## src/hdl/uart_rx_wake_regs.vh

```
// Functional notes
// - wake mode keeps receiver examining characters
// - parity field 11 selects wake mode
// - sub-mode 00: host commands only
// - tx frame: start, data, A/D, stops; wake mode with 5 to 7 data bits sends the first stop bit low
// - sub-mode 00, disabled: keep addresses only; enabled: all
// - A/D bit stored in parity status slot
// - framing, overrun, break always work
// - address-load bit decides address storing in sub-modes 01 to 11
// - sub-mode 01: own address enables receiver
// - sub-mode 10: foreign address disables receiver
// - sub-mode 11: wake and doze together
// - disable aborts character, queue kept
// - re-enable resumes at next start bit
// - receiver reset empties queue, clears ready
// - watchdog 64 bit times, restarts on read
// - command Ax enters, Cx leaves time-out
// - time-out mode ignores counter start/stop
// - transfer: halt one tick, reload, restart
// - counter end sets ready; mask gates bid
// - time-out enable clears ready, holds counter
// - leaving time-out clears counter ready
`ifndef UART_RX_WAKE_REGS_VH
`define UART_RX_WAKE_REGS_VH
// ----------------------------------------
// register word offsets (address bits 5:2)
// ----------------------------------------
`define OFS_MODE0 4'h0
`define OFS_MODE1 4'h1
`define OFS_MODE3 4'h2
`define OFS_STATUS 4'h3
`define OFS_CMD 4'h4
`define OFS_DATA 4'h5
`define OFS_ISR 4'h6
`define OFS_IMR 4'h7
`define OFS_WDEN 4'h8
`define OFS_COUNTER_PRESET_UPPER 4'h9
`define OFS_COUNTER_PRESET_LOWER 4'hA
`define OFS_STATION 4'hB
`define OFS_LINE 4'hC
// ----------------------------------------
// fields, commands, reset values, timing
// ----------------------------------------
`define MODE0_ADDR_LOAD 6
`define MODE1_AD_POL 2
`define WAKE_PARITY 2'h3
`define ISR_CT_READY 3
`define ISR_WATCHDOG 2
`define CMD_RX_ENABLE 2'h1
`define CMD_RX_DISABLE 2'h2
`define CMD_RX_RESET 4'h2
`define CMD_ERR_RESET 4'h4
`define CMD_CT_START 4'h8
`define CMD_CT_STOP 4'h9
`define CMD_TO_ON 4'hA
`define CMD_TO_OFF 4'hC
`define LINE_RESET 17'h00001
`define WD_BIT_TIMES 6'h3F
`define TICKS_PER_BIT 4'hF
`define TICKS_HALF_BIT 4'h7
`endif

```

## src/hdl/rx_char_shifter.v

```verilog
`timescale 1ns/1ps
module rx_char_shifter (
  input wire mclk,
  input wire rstn,
  input wire tick16,
  input wire rxd,
  input wire abort,
  input wire [1:0] nbits,
  input wire ad_en,
  output reg done,
  output reg [7:0] data,
  output reg ad,
  output reg ferr,
  output reg brk
);
`include "uart_rx_wake_regs.vh"
localparam S_WAIT = 3'h0;
localparam S_HUNT = 3'h1;
localparam S_START = 3'h2;
localparam S_DATA = 3'h3;
localparam S_STOP = 3'h4;
reg [2:0] st_r;
reg [3:0] cnt_r;
reg [3:0] idx_r;
reg [8:0] sh_r;
wire [3:0] total = {2'h0, nbits} + 4'h5 + {3'h0, ad_en};
wire [8:0] full = sh_r >> (4'h9 - total);
wire [7:0] dmask = 8'hFF >> (2'h3 - nbits);
always @(posedge mclk or negedge rstn) begin
  if (!rstn) begin
    st_r <= S_WAIT;
    cnt_r <= 4'h0;
    idx_r <= 4'h0;
    sh_r <= 9'h000;
    done <= 1'b0;
    data <= 8'h00;
    ad <= 1'b0;
    ferr <= 1'b0;
    brk <= 1'b0;
  end else begin
    done <= 1'b0;
    if (abort) begin
      st_r <= S_WAIT;
    end else begin
      case (st_r)
        S_WAIT: if (rxd) st_r <= S_HUNT;
        S_HUNT: if (!rxd) begin
          st_r <= S_START;
          cnt_r <= 4'h0;
        end
        S_START: if (tick16) begin
          cnt_r <= cnt_r + 4'h1;
          if (cnt_r == `TICKS_HALF_BIT) begin
            st_r <= rxd ? S_HUNT : S_DATA;
            cnt_r <= 4'h0;
            idx_r <= 4'h0;
          end
        end
        S_DATA: if (tick16) begin
          cnt_r <= cnt_r + 4'h1;
          if (cnt_r == `TICKS_PER_BIT) begin
            sh_r <= {rxd, sh_r[8:1]};
            idx_r <= idx_r + 4'h1;
            if (idx_r == total - 4'h1) st_r <= S_STOP;
          end
        end
        S_STOP: if (tick16) begin
          cnt_r <= cnt_r + 4'h1;
          if (cnt_r == `TICKS_PER_BIT) begin
            done <= 1'b1;
            data <= full[7:0] & dmask;
            // four-bit index: eight data bits put the a/d flag at bit 8
            ad <= ad_en & full[{2'h0, nbits} + 4'h5];
            ferr <= !rxd;
            brk <= !rxd && (full == 9'h000);
            st_r <= S_WAIT;
          end
        end
        default: st_r <= S_WAIT;
      endcase
    end
  end
end
endmodule // rx_char_shifter

```

## src/hdl/tx_char_shifter.v

```verilog
`timescale 1ns/1ps
module tx_char_shifter (
  input wire mclk,
  input wire rstn,
  input wire tick16,
  input wire start,
  input wire [7:0] data,
  input wire ad,
  input wire ad_en,
  input wire [1:0] nbits,
  input wire two_stop,
  output reg txd,
  output wire busy
);
`include "uart_rx_wake_regs.vh"
reg [11:0] sh_r;
reg [3:0] left_r;
reg [3:0] cnt_r;
wire [7:0] dmask = 8'hFF >> (2'h3 - nbits);
wire [3:0] nd = {2'h0, nbits} + 4'h5;
// bit above the data stays clear so the a/d or stop bit alone sets it
wire [8:0] word = {1'b0, data & dmask} | ({8'h00, ad_en ? ad : 1'b1} << nd) | (9'h1FE << (nd + {3'h0, ad_en}));
assign busy = (left_r != 4'h0);
always @(posedge mclk or negedge rstn) begin
  if (!rstn) begin
    sh_r <= 12'hFFF;
    left_r <= 4'h0;
    cnt_r <= 4'h0;
    txd <= 1'b1;
  end else if (!busy) begin
    txd <= 1'b1;
    if (start) begin
      sh_r <= {2'h3, word, 1'b0};
      left_r <= 4'h2 + nd + {3'h0, ad_en} + {3'h0, two_stop};
      cnt_r <= 4'h0;
    end
  end else if (tick16) begin
    txd <= sh_r[0];
    cnt_r <= cnt_r + 4'h1;
    if (cnt_r == `TICKS_PER_BIT) begin
      sh_r <= {1'b1, sh_r[11:1]};
      left_r <= left_r - 4'h1;
    end
  end
end
endmodule // tx_char_shifter

```

## src/hdl/uart_rx_wakeup_timeout_ctrl.v

```verilog
// The implementer's own choices: the register addresses and register access over Avalon-MM.
`timescale 1ns/1ps
module uart_rx_wakeup_timeout_ctrl (
  input wire mclk,
  input wire rstn,
  input wire [5:0] address,
  input wire read,
  input wire write,
  input wire [31:0] writedata,
  output reg [31:0] readdata,
  output wire waitrequest,
  input wire rxd_pin,
  output wire txd_pin,
  output wire counter_bid,
  output wire watchdog_bid
);
`include "uart_rx_wake_regs.vh"
// ----------------------------------------
// registers
// ----------------------------------------
reg [7:0] mode_register_zero_r;
reg [7:0] mode_register_one_r;
reg [7:0] mode_register_three_r;
reg [7:0] interrupt_mask_reg_r;
reg [7:0] watchdog_char_xon_enable_reg_r;
reg [7:0] counter_preset_upper_r;
reg [7:0] counter_preset_lower_r;
reg [7:0] station_addr_r;
reg [16:0] line_cfg_r;
reg rx_enabled_r;
reg overrun_r;
reg ct_ready_r;
reg wd_flag_r;
reg timeout_mode_r;
reg rd_ack_r;
reg rx_s1_r;
reg rx_s2_r;
reg rx_s3_r;
reg rxd_r;
reg [15:0] baud_cnt_r;
reg tick16_r;
reg [3:0] bit_cnt_r;
reg [5:0] wd_cnt_r;
reg [15:0] ct_cnt_r;
reg ct_run_r;
reg ct_reload_pend_r;
reg ct_restart_pend_r;
reg [10:0] queue_mem [0:255];
reg [8:0] wr_ptr_r;
reg [8:0] rd_ptr_r;
// ----------------------------------------
// decode and command strobes
// ----------------------------------------
wire [3:0] idx = address[5:2];
wire wr_go = write;
wire rd_go = read && !rd_ack_r;
wire cmd_wr = wr_go && (idx == `OFS_CMD);
wire [3:0] cmd_hi = writedata[7:4];
wire [1:0] cmd_lo = writedata[1:0];
wire cmd_rx_reset = cmd_wr && (cmd_hi == `CMD_RX_RESET);
wire cmd_rx_dis = cmd_wr && (cmd_lo == `CMD_RX_DISABLE);
wire cmd_rx_en = cmd_wr && (cmd_lo == `CMD_RX_ENABLE);
wire cmd_err_reset = cmd_wr && (cmd_hi == `CMD_ERR_RESET);
wire cmd_to_on = cmd_wr && (cmd_hi == `CMD_TO_ON);
wire cmd_to_off = cmd_wr && (cmd_hi == `CMD_TO_OFF);
wire cmd_ct_start = cmd_wr && (cmd_hi == `CMD_CT_START) && !timeout_mode_r;
wire cmd_ct_stop = cmd_wr && (cmd_hi == `CMD_CT_STOP) && !timeout_mode_r;
wire queue_rd = rd_go && (idx == `OFS_DATA);
wire tx_wr = wr_go && (idx == `OFS_DATA);
assign waitrequest = read && !rd_ack_r;
// ----------------------------------------
// mode decode
// ----------------------------------------
wire wake_mode = (mode_register_one_r[4:3] == `WAKE_PARITY);
wire auto_wake = mode_register_three_r[0];
wire auto_doze = mode_register_three_r[1];
wire addr_load = mode_register_zero_r[`MODE0_ADDR_LOAD];
// ----------------------------------------
// line input synchroniser and bit clock
// ----------------------------------------
always @(posedge mclk or negedge rstn) begin
  if (!rstn) begin
    rx_s1_r <= 1'b1;
    rx_s2_r <= 1'b1;
    rx_s3_r <= 1'b1;
    rxd_r <= 1'b1;
  end else begin
    rx_s1_r <= rxd_pin;
    rx_s2_r <= rx_s1_r;
    rx_s3_r <= rx_s2_r;
    if (rx_s2_r == rx_s3_r) rxd_r <= rx_s3_r;
  end
end
// sixteen ticks per bit; divisor 0 behaves as 1
always @(posedge mclk or negedge rstn) begin
  if (!rstn) begin
    baud_cnt_r <= 16'h0000;
    tick16_r <= 1'b0;
  end else if (baud_cnt_r + 16'h0001 >= line_cfg_r[15:0]) begin
    baud_cnt_r <= 16'h0000;
    tick16_r <= 1'b1;
  end else begin
    baud_cnt_r <= baud_cnt_r + 16'h0001;
    tick16_r <= 1'b0;
  end
end
// ----------------------------------------
// character assembly and transmit
// ----------------------------------------
wire ch_done;
wire [7:0] ch_data;
wire ch_ad;
wire ch_ferr;
wire ch_brk;
wire tx_busy;
// a disabled receiver still hunts in wake mode
wire rx_abort = cmd_rx_dis || cmd_rx_reset || !(rx_enabled_r || wake_mode);
rx_char_shifter u_rx (
  .mclk(mclk),
  .rstn(rstn),
  .tick16(tick16_r),
  .rxd(rxd_r),
  .abort(rx_abort),
  .nbits(mode_register_one_r[1:0]),
  .ad_en(wake_mode),
  .done(ch_done),
  .data(ch_data),
  .ad(ch_ad),
  .ferr(ch_ferr),
  .brk(ch_brk)
);
tx_char_shifter u_tx (
  .mclk(mclk),
  .rstn(rstn),
  .tick16(tick16_r),
  .start(tx_wr),
  .data(writedata[7:0]),
  .ad(mode_register_one_r[`MODE1_AD_POL]),
  .ad_en(wake_mode),
  .nbits(mode_register_one_r[1:0]),
  .two_stop(line_cfg_r[16]),
  .txd(txd_pin),
  .busy(tx_busy)
);
// ----------------------------------------
// wake-up address handling
// ----------------------------------------
wire is_addr = wake_mode && ch_ad;
wire own_addr = (ch_data == station_addr_r);
wire auto_any = auto_wake || auto_doze;
wire wake_hit = ch_done && is_addr && auto_wake && own_addr;
wire doze_hit = ch_done && is_addr && auto_doze && !own_addr;
reg keep_char;
always @* begin
  keep_char = 1'b0;
  if (!wake_mode) keep_char = rx_enabled_r;
  else if (!auto_any) keep_char = rx_enabled_r || ch_ad;
  else if (ch_ad) keep_char = addr_load;
  else keep_char = rx_enabled_r;
end
wire queue_full = (wr_ptr_r[8] != rd_ptr_r[8]) && (wr_ptr_r[7:0] == rd_ptr_r[7:0]);
wire queue_empty = (wr_ptr_r == rd_ptr_r);
wire want_store = ch_done && keep_char;
// character lost when the queue has no room
wire do_store = want_store && !queue_full && !cmd_rx_reset;
wire transfer = do_store;
always @(posedge mclk or negedge rstn) begin
  if (!rstn) begin
    rx_enabled_r <= 1'b0;
  end else if (cmd_rx_dis || doze_hit) begin
    rx_enabled_r <= 1'b0;
  end else if (cmd_rx_en || wake_hit) begin
    rx_enabled_r <= 1'b1;
  end
end
// ----------------------------------------
// receive queue
// ----------------------------------------
always @(posedge mclk) begin
  if (do_store) begin
    queue_mem[wr_ptr_r[7:0]] <= {ch_brk, ch_ferr, ch_ad, ch_data};
  end
end
always @(posedge mclk or negedge rstn) begin
  if (!rstn) begin
    wr_ptr_r <= 9'h000;
    rd_ptr_r <= 9'h000;
  end else if (cmd_rx_reset) begin
    rd_ptr_r <= wr_ptr_r;
  end else begin
    if (do_store) wr_ptr_r <= wr_ptr_r + 9'h001;
    if (queue_rd && !queue_empty) rd_ptr_r <= rd_ptr_r + 9'h001;
  end
end
always @(posedge mclk or negedge rstn) begin
  if (!rstn) begin
    overrun_r <= 1'b0;
  end else if (want_store && queue_full) begin
    overrun_r <= 1'b1;
  end else if (cmd_err_reset || cmd_rx_reset) begin
    overrun_r <= 1'b0;
  end
end
// empty queue shows no head status
wire [10:0] head = queue_empty ? 11'h000 : queue_mem[rd_ptr_r[7:0]];
// ----------------------------------------
// receive watchdog
// ----------------------------------------
always @(posedge mclk or negedge rstn) begin
  if (!rstn) begin
    bit_cnt_r <= 4'h0;
    wd_cnt_r <= 6'h00;
    wd_flag_r <= 1'b0;
  end else if (queue_rd) begin
    bit_cnt_r <= 4'h0;
    wd_cnt_r <= 6'h00;
    wd_flag_r <= 1'b0;
  end else if (tick16_r && !queue_empty && !wd_flag_r) begin
    bit_cnt_r <= bit_cnt_r + 4'h1;
    if (bit_cnt_r == `TICKS_PER_BIT) begin
      wd_cnt_r <= wd_cnt_r + 6'h01;
      if (wd_cnt_r == `WD_BIT_TIMES) wd_flag_r <= 1'b1;
    end
  end
end
assign watchdog_bid = wd_flag_r && watchdog_char_xon_enable_reg_r[0];
// ----------------------------------------
// counter and receive time-out
// ----------------------------------------
wire [15:0] preset = {counter_preset_upper_r, counter_preset_lower_r};
wire ct_end = tick16_r && ct_run_r && !ct_reload_pend_r && (ct_cnt_r <= 16'h0001);
always @(posedge mclk or negedge rstn) begin
  if (!rstn) begin
    timeout_mode_r <= 1'b0;
  end else if (cmd_to_on) begin
    timeout_mode_r <= 1'b1;
  end else if (cmd_to_off) begin
    timeout_mode_r <= 1'b0;
  end
end
always @(posedge mclk or negedge rstn) begin
  if (!rstn) begin
    ct_cnt_r <= 16'h0000;
    ct_run_r <= 1'b0;
    ct_reload_pend_r <= 1'b0;
    ct_restart_pend_r <= 1'b0;
  end else if (cmd_to_on || cmd_ct_stop) begin
    ct_run_r <= 1'b0;
    ct_reload_pend_r <= 1'b0;
    ct_restart_pend_r <= 1'b0;
  end else if (cmd_ct_start) begin
    ct_cnt_r <= preset;
    ct_run_r <= 1'b1;
  end else begin
    if (timeout_mode_r && transfer) ct_reload_pend_r <= 1'b1;
    if (tick16_r) begin
      if (ct_reload_pend_r) begin
        ct_run_r <= 1'b0;
        ct_cnt_r <= preset;
        ct_reload_pend_r <= timeout_mode_r && transfer;
        ct_restart_pend_r <= 1'b1;
      end else if (ct_restart_pend_r) begin
        ct_run_r <= 1'b1;
        ct_restart_pend_r <= 1'b0;
      end else if (ct_end) begin
        ct_run_r <= 1'b0;
        ct_cnt_r <= 16'h0000;
      end else if (ct_run_r) begin
        ct_cnt_r <= ct_cnt_r - 16'h0001;
      end
    end
  end
end
// end of count wins over a clearing command
always @(posedge mclk or negedge rstn) begin
  if (!rstn) begin
    ct_ready_r <= 1'b0;
  end else if (ct_end) begin
    ct_ready_r <= 1'b1;
  end else if (cmd_to_on || cmd_to_off || cmd_ct_stop) begin
    ct_ready_r <= 1'b0;
  end
end
assign counter_bid = ct_ready_r && interrupt_mask_reg_r[`ISR_CT_READY];
// ----------------------------------------
// register writes
// ----------------------------------------
always @(posedge mclk or negedge rstn) begin
  if (!rstn) begin
    mode_register_zero_r <= 8'h00;
    mode_register_one_r <= 8'h00;
    mode_register_three_r <= 8'h00;
    interrupt_mask_reg_r <= 8'h00;
    watchdog_char_xon_enable_reg_r <= 8'h00;
    counter_preset_upper_r <= 8'h00;
    counter_preset_lower_r <= 8'h00;
    station_addr_r <= 8'h00;
    line_cfg_r <= `LINE_RESET;
  end else if (wr_go) begin
    case (idx)
      `OFS_MODE0: mode_register_zero_r <= writedata[7:0];
      `OFS_MODE1: mode_register_one_r <= writedata[7:0];
      `OFS_MODE3: mode_register_three_r <= writedata[7:0];
      `OFS_IMR: interrupt_mask_reg_r <= writedata[7:0];
      `OFS_WDEN: watchdog_char_xon_enable_reg_r <= writedata[7:0];
      `OFS_COUNTER_PRESET_UPPER: counter_preset_upper_r <= writedata[7:0];
      `OFS_COUNTER_PRESET_LOWER: counter_preset_lower_r <= writedata[7:0];
      `OFS_STATION: station_addr_r <= writedata[7:0];
      `OFS_LINE: line_cfg_r <= writedata[16:0];
      default: line_cfg_r <= line_cfg_r;
    endcase
  end
end
// ----------------------------------------
// register reads, one wait state
// ----------------------------------------
wire [7:0] status = {head[10:8], overrun_r, !tx_busy, !tx_busy, queue_full, !queue_empty};
wire [7:0] interrupt_status_reg = {4'h0, ct_ready_r, wd_flag_r, 2'h0};
reg [31:0] rd_mux;
always @* begin
  case (idx)
    `OFS_MODE0: rd_mux = {24'h000000, mode_register_zero_r};
    `OFS_MODE1: rd_mux = {24'h000000, mode_register_one_r};
    `OFS_MODE3: rd_mux = {24'h000000, mode_register_three_r};
    `OFS_STATUS: rd_mux = {24'h000000, status};
    `OFS_DATA: rd_mux = {24'h000000, head[7:0]};
    `OFS_ISR: rd_mux = {24'h000000, interrupt_status_reg};
    `OFS_IMR: rd_mux = {24'h000000, interrupt_mask_reg_r};
    `OFS_WDEN: rd_mux = {24'h000000, watchdog_char_xon_enable_reg_r};
    `OFS_COUNTER_PRESET_UPPER: rd_mux = {24'h000000, counter_preset_upper_r};
    `OFS_COUNTER_PRESET_LOWER: rd_mux = {24'h000000, counter_preset_lower_r};
    `OFS_STATION: rd_mux = {24'h000000, station_addr_r};
    `OFS_LINE: rd_mux = {15'h0000, line_cfg_r};
    default: rd_mux = 32'h00000000;
  endcase
end
always @(posedge mclk or negedge rstn) begin
  if (!rstn) begin
    rd_ack_r <= 1'b0;
    readdata <= 32'h00000000;
  end else begin
    rd_ack_r <= rd_go;
    if (rd_go) readdata <= rd_mux;
  end
end
endmodule // uart_rx_wakeup_timeout_ctrl

```

## config.mk

```make
export PLATFORM = sky130hd
export DESIGN_NAME = uart_rx_wakeup_timeout_ctrl
export DESIGN_NICKNAME = d
export VERILOG_FILES = /design/src/hdl/rx_char_shifter.v /design/src/hdl/tx_char_shifter.v /design/src/hdl/uart_rx_wakeup_timeout_ctrl.v
export VERILOG_INCLUDE_DIRS = /design/src /design/src/hdl
export SDC_FILE = /design/constraint.sdc
export NUM_CORES = 2
export LEC_CHECK = 0
export ABC_AREA = 1
export ABC_CLOCK_PERIOD_IN_PS = 6400
export BUFFER_PORTS_ARGS = -buffer_cell sky130_fd_sc_hd__buf_4
export CELL_PAD_IN_SITES_DETAIL_PLACEMENT = 1
export CELL_PAD_IN_SITES_GLOBAL_PLACEMENT = 1
export CORE_MARGIN = 4
export CORE_UTILIZATION = 47
export DETAILED_ROUTE_END_ITERATION = 6
export PLACE_DENSITY = 0.84
export SLEW_MARGIN = 20
export SYNTH_ARGS = -nofsm -noshare
export SYNTH_HDL_FRONTEND = slang
export SYNTH_SLANG_ARGS = --single-unit
```

## constraint.sdc

```tcl
create_clock -name mclk -period 6.4 [get_ports mclk]
set_clock_uncertainty 0.15 [all_clocks]
set_input_delay 1.28 -clock mclk [delete_from_list [all_inputs] [get_ports mclk]]
set_output_delay 1.28 -clock mclk [all_outputs]
set_load 0.1 [all_outputs]
```

==> impl_metrics.ini <==
[setup_path]
critPathMaxStageDelay_ns = 1.05
worstPathArrival_ns = 5.55
path_common_cell = nand2_1
path_class = flop to flop
start_kind = flop
r2r_slack_ns = 1.17
cp.required_ns = 6.72
end_kind = flop
crit_chain = inv_8 -> nand2_1 -> nand4_1 -> nor3_2 -> nand2_1 -> nand2_2 -> inv_2 -> nand4_4 -> nor2_1
reg2reg_to = queue_mem[82][5]$_DFFE_PP_
crit_fanout = 79
crit_path_top_delay_cell = nor2_1
rr_startpoint = rd_ptr_r[1]$_DFFE_PN0P_
reg2reg_depth = 9
crit_start = rd_ptr_r[1]$_DFFE_PN0P_

[clocking]
cts_setup_buffers = 0
cts_buffers = 318
clock_sinks = 3039
htreeDepth = 5
cts_tree = done
cts.clk_slew.worst_paths_ns = 0.07
cts_root_buf = clkbuf_16
cts_hold_repair.buffers = 0
clockBufferDepth = 4
clock_latency_ns = 0.90
postCtsResizedCells = 0

[floorplanning]
die-area_mm2 = 0.2804
io_pins = 79
num_rows = 191
initial_core_util_pct = 47.21
die_y_um = 529.5
core_mm2 = 0.2708
die_w_um = 529.5

[sta]
drv_slew = 0
period_share_pct = 81.66
rsz0062_at_grt = false
period_needed_ns = 5.226
fmaxAchievable_mhz = 191.3
setup_violations = 0
setup_tns_ns = 0
slew_headroom_pct = 19.53
setup_ws_ns = 1.174
final_hold_viol_count = 0
worst_slew_pin_slew_ns = 1.203

[yosys]
synth-adder-area-share_pct = 0.4307
synthCells = 11270
async_flop_share_pct = 7.338
synth_compound_area_share_pct = 7.290
muxShareOfSynthArea_pct = 0.007830
synthTopCellsByArea = edfxtp_1 (66%), nor2_1 (6.1%), nand2_1 (5.7%), o21ai_0 (4.3%), nand3_1 (4.2%)
synth_top_family_by_area = simple AND/OR/NAND/NOR gates
synth_simple_gate_area_share_pct = 16.60
synth_edf_count = 2816
synthesis.area_mm2 = 0.1278
synthDistinctLibCells = 66
synth_area_leader_cell = edfxtp_1
synth.avg_cell_area_um2 = 11.35
synth-xor-area-share_pct = 0.4042
yosysTopAreaCellShare_pct = 66.15
ys_warn_count = 0
synth-seq-cells = 3039
ys.flop_type = edfxtp_1
ys_seq_area_share_pct = 70.53

[route]
vias = 92030
drc = 4
drt_iter0_markers = 12010
totalWireLength_um = 413600
via_per_inst = 6.182
routedWlPerCell_um = 27.78
first_pass_iters = 7
ant_nets = 0

[global_routing]
antenna_found_initial = 8
grt_pass1_vias = 96830
grt.overflow.total = 0
grt_max_degree = 221
grt_first_pass_wirelength_um = 612800
track_usage_pct = 28.84

[run]
maxCapViolCount = 0

[finish]
fin_util_pct = 51.95
layout-drive-gt1-share_pct = 7.305
design_area_mm2 = 0.1407
final_nets = 11150
area_growth_pct = 10.04

[power]
leakage_nw = 54.22
irDropWorstVdd_mv = 0.3523
p_per_area_mw_per_mm2 = 391.4

[placed_design]
dp_hpwl_um = 230200
post-place-ws_ns = 0.9550
place_congestion = 0.8736
port_buffers = 46
dpl_cell_area_mm2 = 0.1303

[hold_path]
hp-class = flop to flop
whs_path_depth = 0
holdPathEnd = rx_s3_r$_DFF_PN1_
min_from = rx_s2_r$_DFF_PN1_

[run_status]
violations = DRC
status = finished, violations left
[worst max-delay path: cells and delay by family (launching register included)]
kind                   cells  cell delay (ns)
and+or+nand+nor            7             2.65
buffers and inverters      2             1.15
DFF                        1             0.74
[synth_stat cells, drive strengths merged, types with 8 or more instances]
library cell and count:
xnor2 22, ha 40, buf 499, xor2 37, a31oi 8, a221oi 10, inv 547, o211ai 258
nor2 2082, clkbuf 206, o2111ai 9, nor3 25, or2 26, dfrtp 207, nand3 1072, dfstp 16
o31ai 11, nand2 1950, o221ai 12, o22ai 65, edfxtp 2816, o21ai 1187, a21oi 86, clkinv 10
nand4 26
[power breakdown]
part	switching [W]	internal [W]	total, W
logic	0.0109	0.00380	0.0147
registers	0.000337	0.0216	0.0220
clock network	0.00788	0.0105	0.0184
[cells by family after synthesis]
logic type / after synthesis
mux: 1
other cells: 1
compound gates: 1668
flops: 3039
simple gates: 5193
buf+inv: 1262
fa+ha+maj: 43
xor+xnor: 59
[layout make-up]
type                       instances  area, um^2
sequential                      3039       90220
multi-input combinational       6979       31990
clock inverter                   162        1464
antenna                            9       22.52
inverter                         557        2137
timing repair buffer             174        1812
fill                           27820      130100
tap                             3570        4467
clock buffer                     396        8551
[state kept, by name (all words and copies together), names as in the netlist, 9 cells and up]
name        flops
ct_cnt_r       16
line_cfg_r     17
wr_ptr_r        9
u_tx.sh_r      10
baud_cnt_r     16
queue_mem    2816
readdata       17
u_rx.sh_r       9
rd_ptr_r        9
[per-stage QoR]
stage / total power, W / cells / hold slack [ns]
after floorplan: 0.03178 / 11280 / 0.1952
after global placement: 0.03538 / 14320 / 0.1963
after detailed placement: 0.03626 / 14320 / 0.2080
after CTS: 0.05475 / 14870 / 0.2042
after global routing: 0.05697 / 14880 / 0.2146
final: 0.05506 / 14890 / 0.2033
[routing by layer]
layer  share of wire, %  GRT usage [%]  vias to the layer above
met1                 36          35.49                    46500
met2                 49          47.80                     5469
li1                   -              -                    38710
met4                5.8          15.90                        6
met3                9.4          5.917                     1344
met5             0.0080              0                        -
[how the worst max path moves through the flow]
| stage | endpoint | slack (ns) | depth (start not counted) |
|---|---|---|---|
| finish | queue_mem[82][5]$_DFFE_PP_ | 1.17 | 9 |
| global placement | queue_mem[129][7]$_DFFE_PP_ | 1.11 | 9 |
| global route | queue_mem[89][2]$_DFFE_PP_ | 1.18 | 9 |
| CTS | queue_mem[84][1]$_DFFE_PP_ | 1.34 | 9 |
| detailed placement | queue_mem[84][5]$_DFFE_PP_ | 0.96 | 9 |
| floorplan | queue_mem[207][0]$_DFFE_PP_ | 0.36 | 8 |
[cell usage in the layout (no fill, tap or decap), types with 86 or more instances in the layout]
cell type and count:
nor2_1 1997, o211ai_1 258, nand3_1 1063, a21oi_1 86, dfrtp_1 191, clkbuf_16 326
inv_1 530, nand2_1 1937, o21ai_0 1086, edfxtp_1 2816, o21ai_1 101, buf_4 135
(Power assumes the default switching activity.)
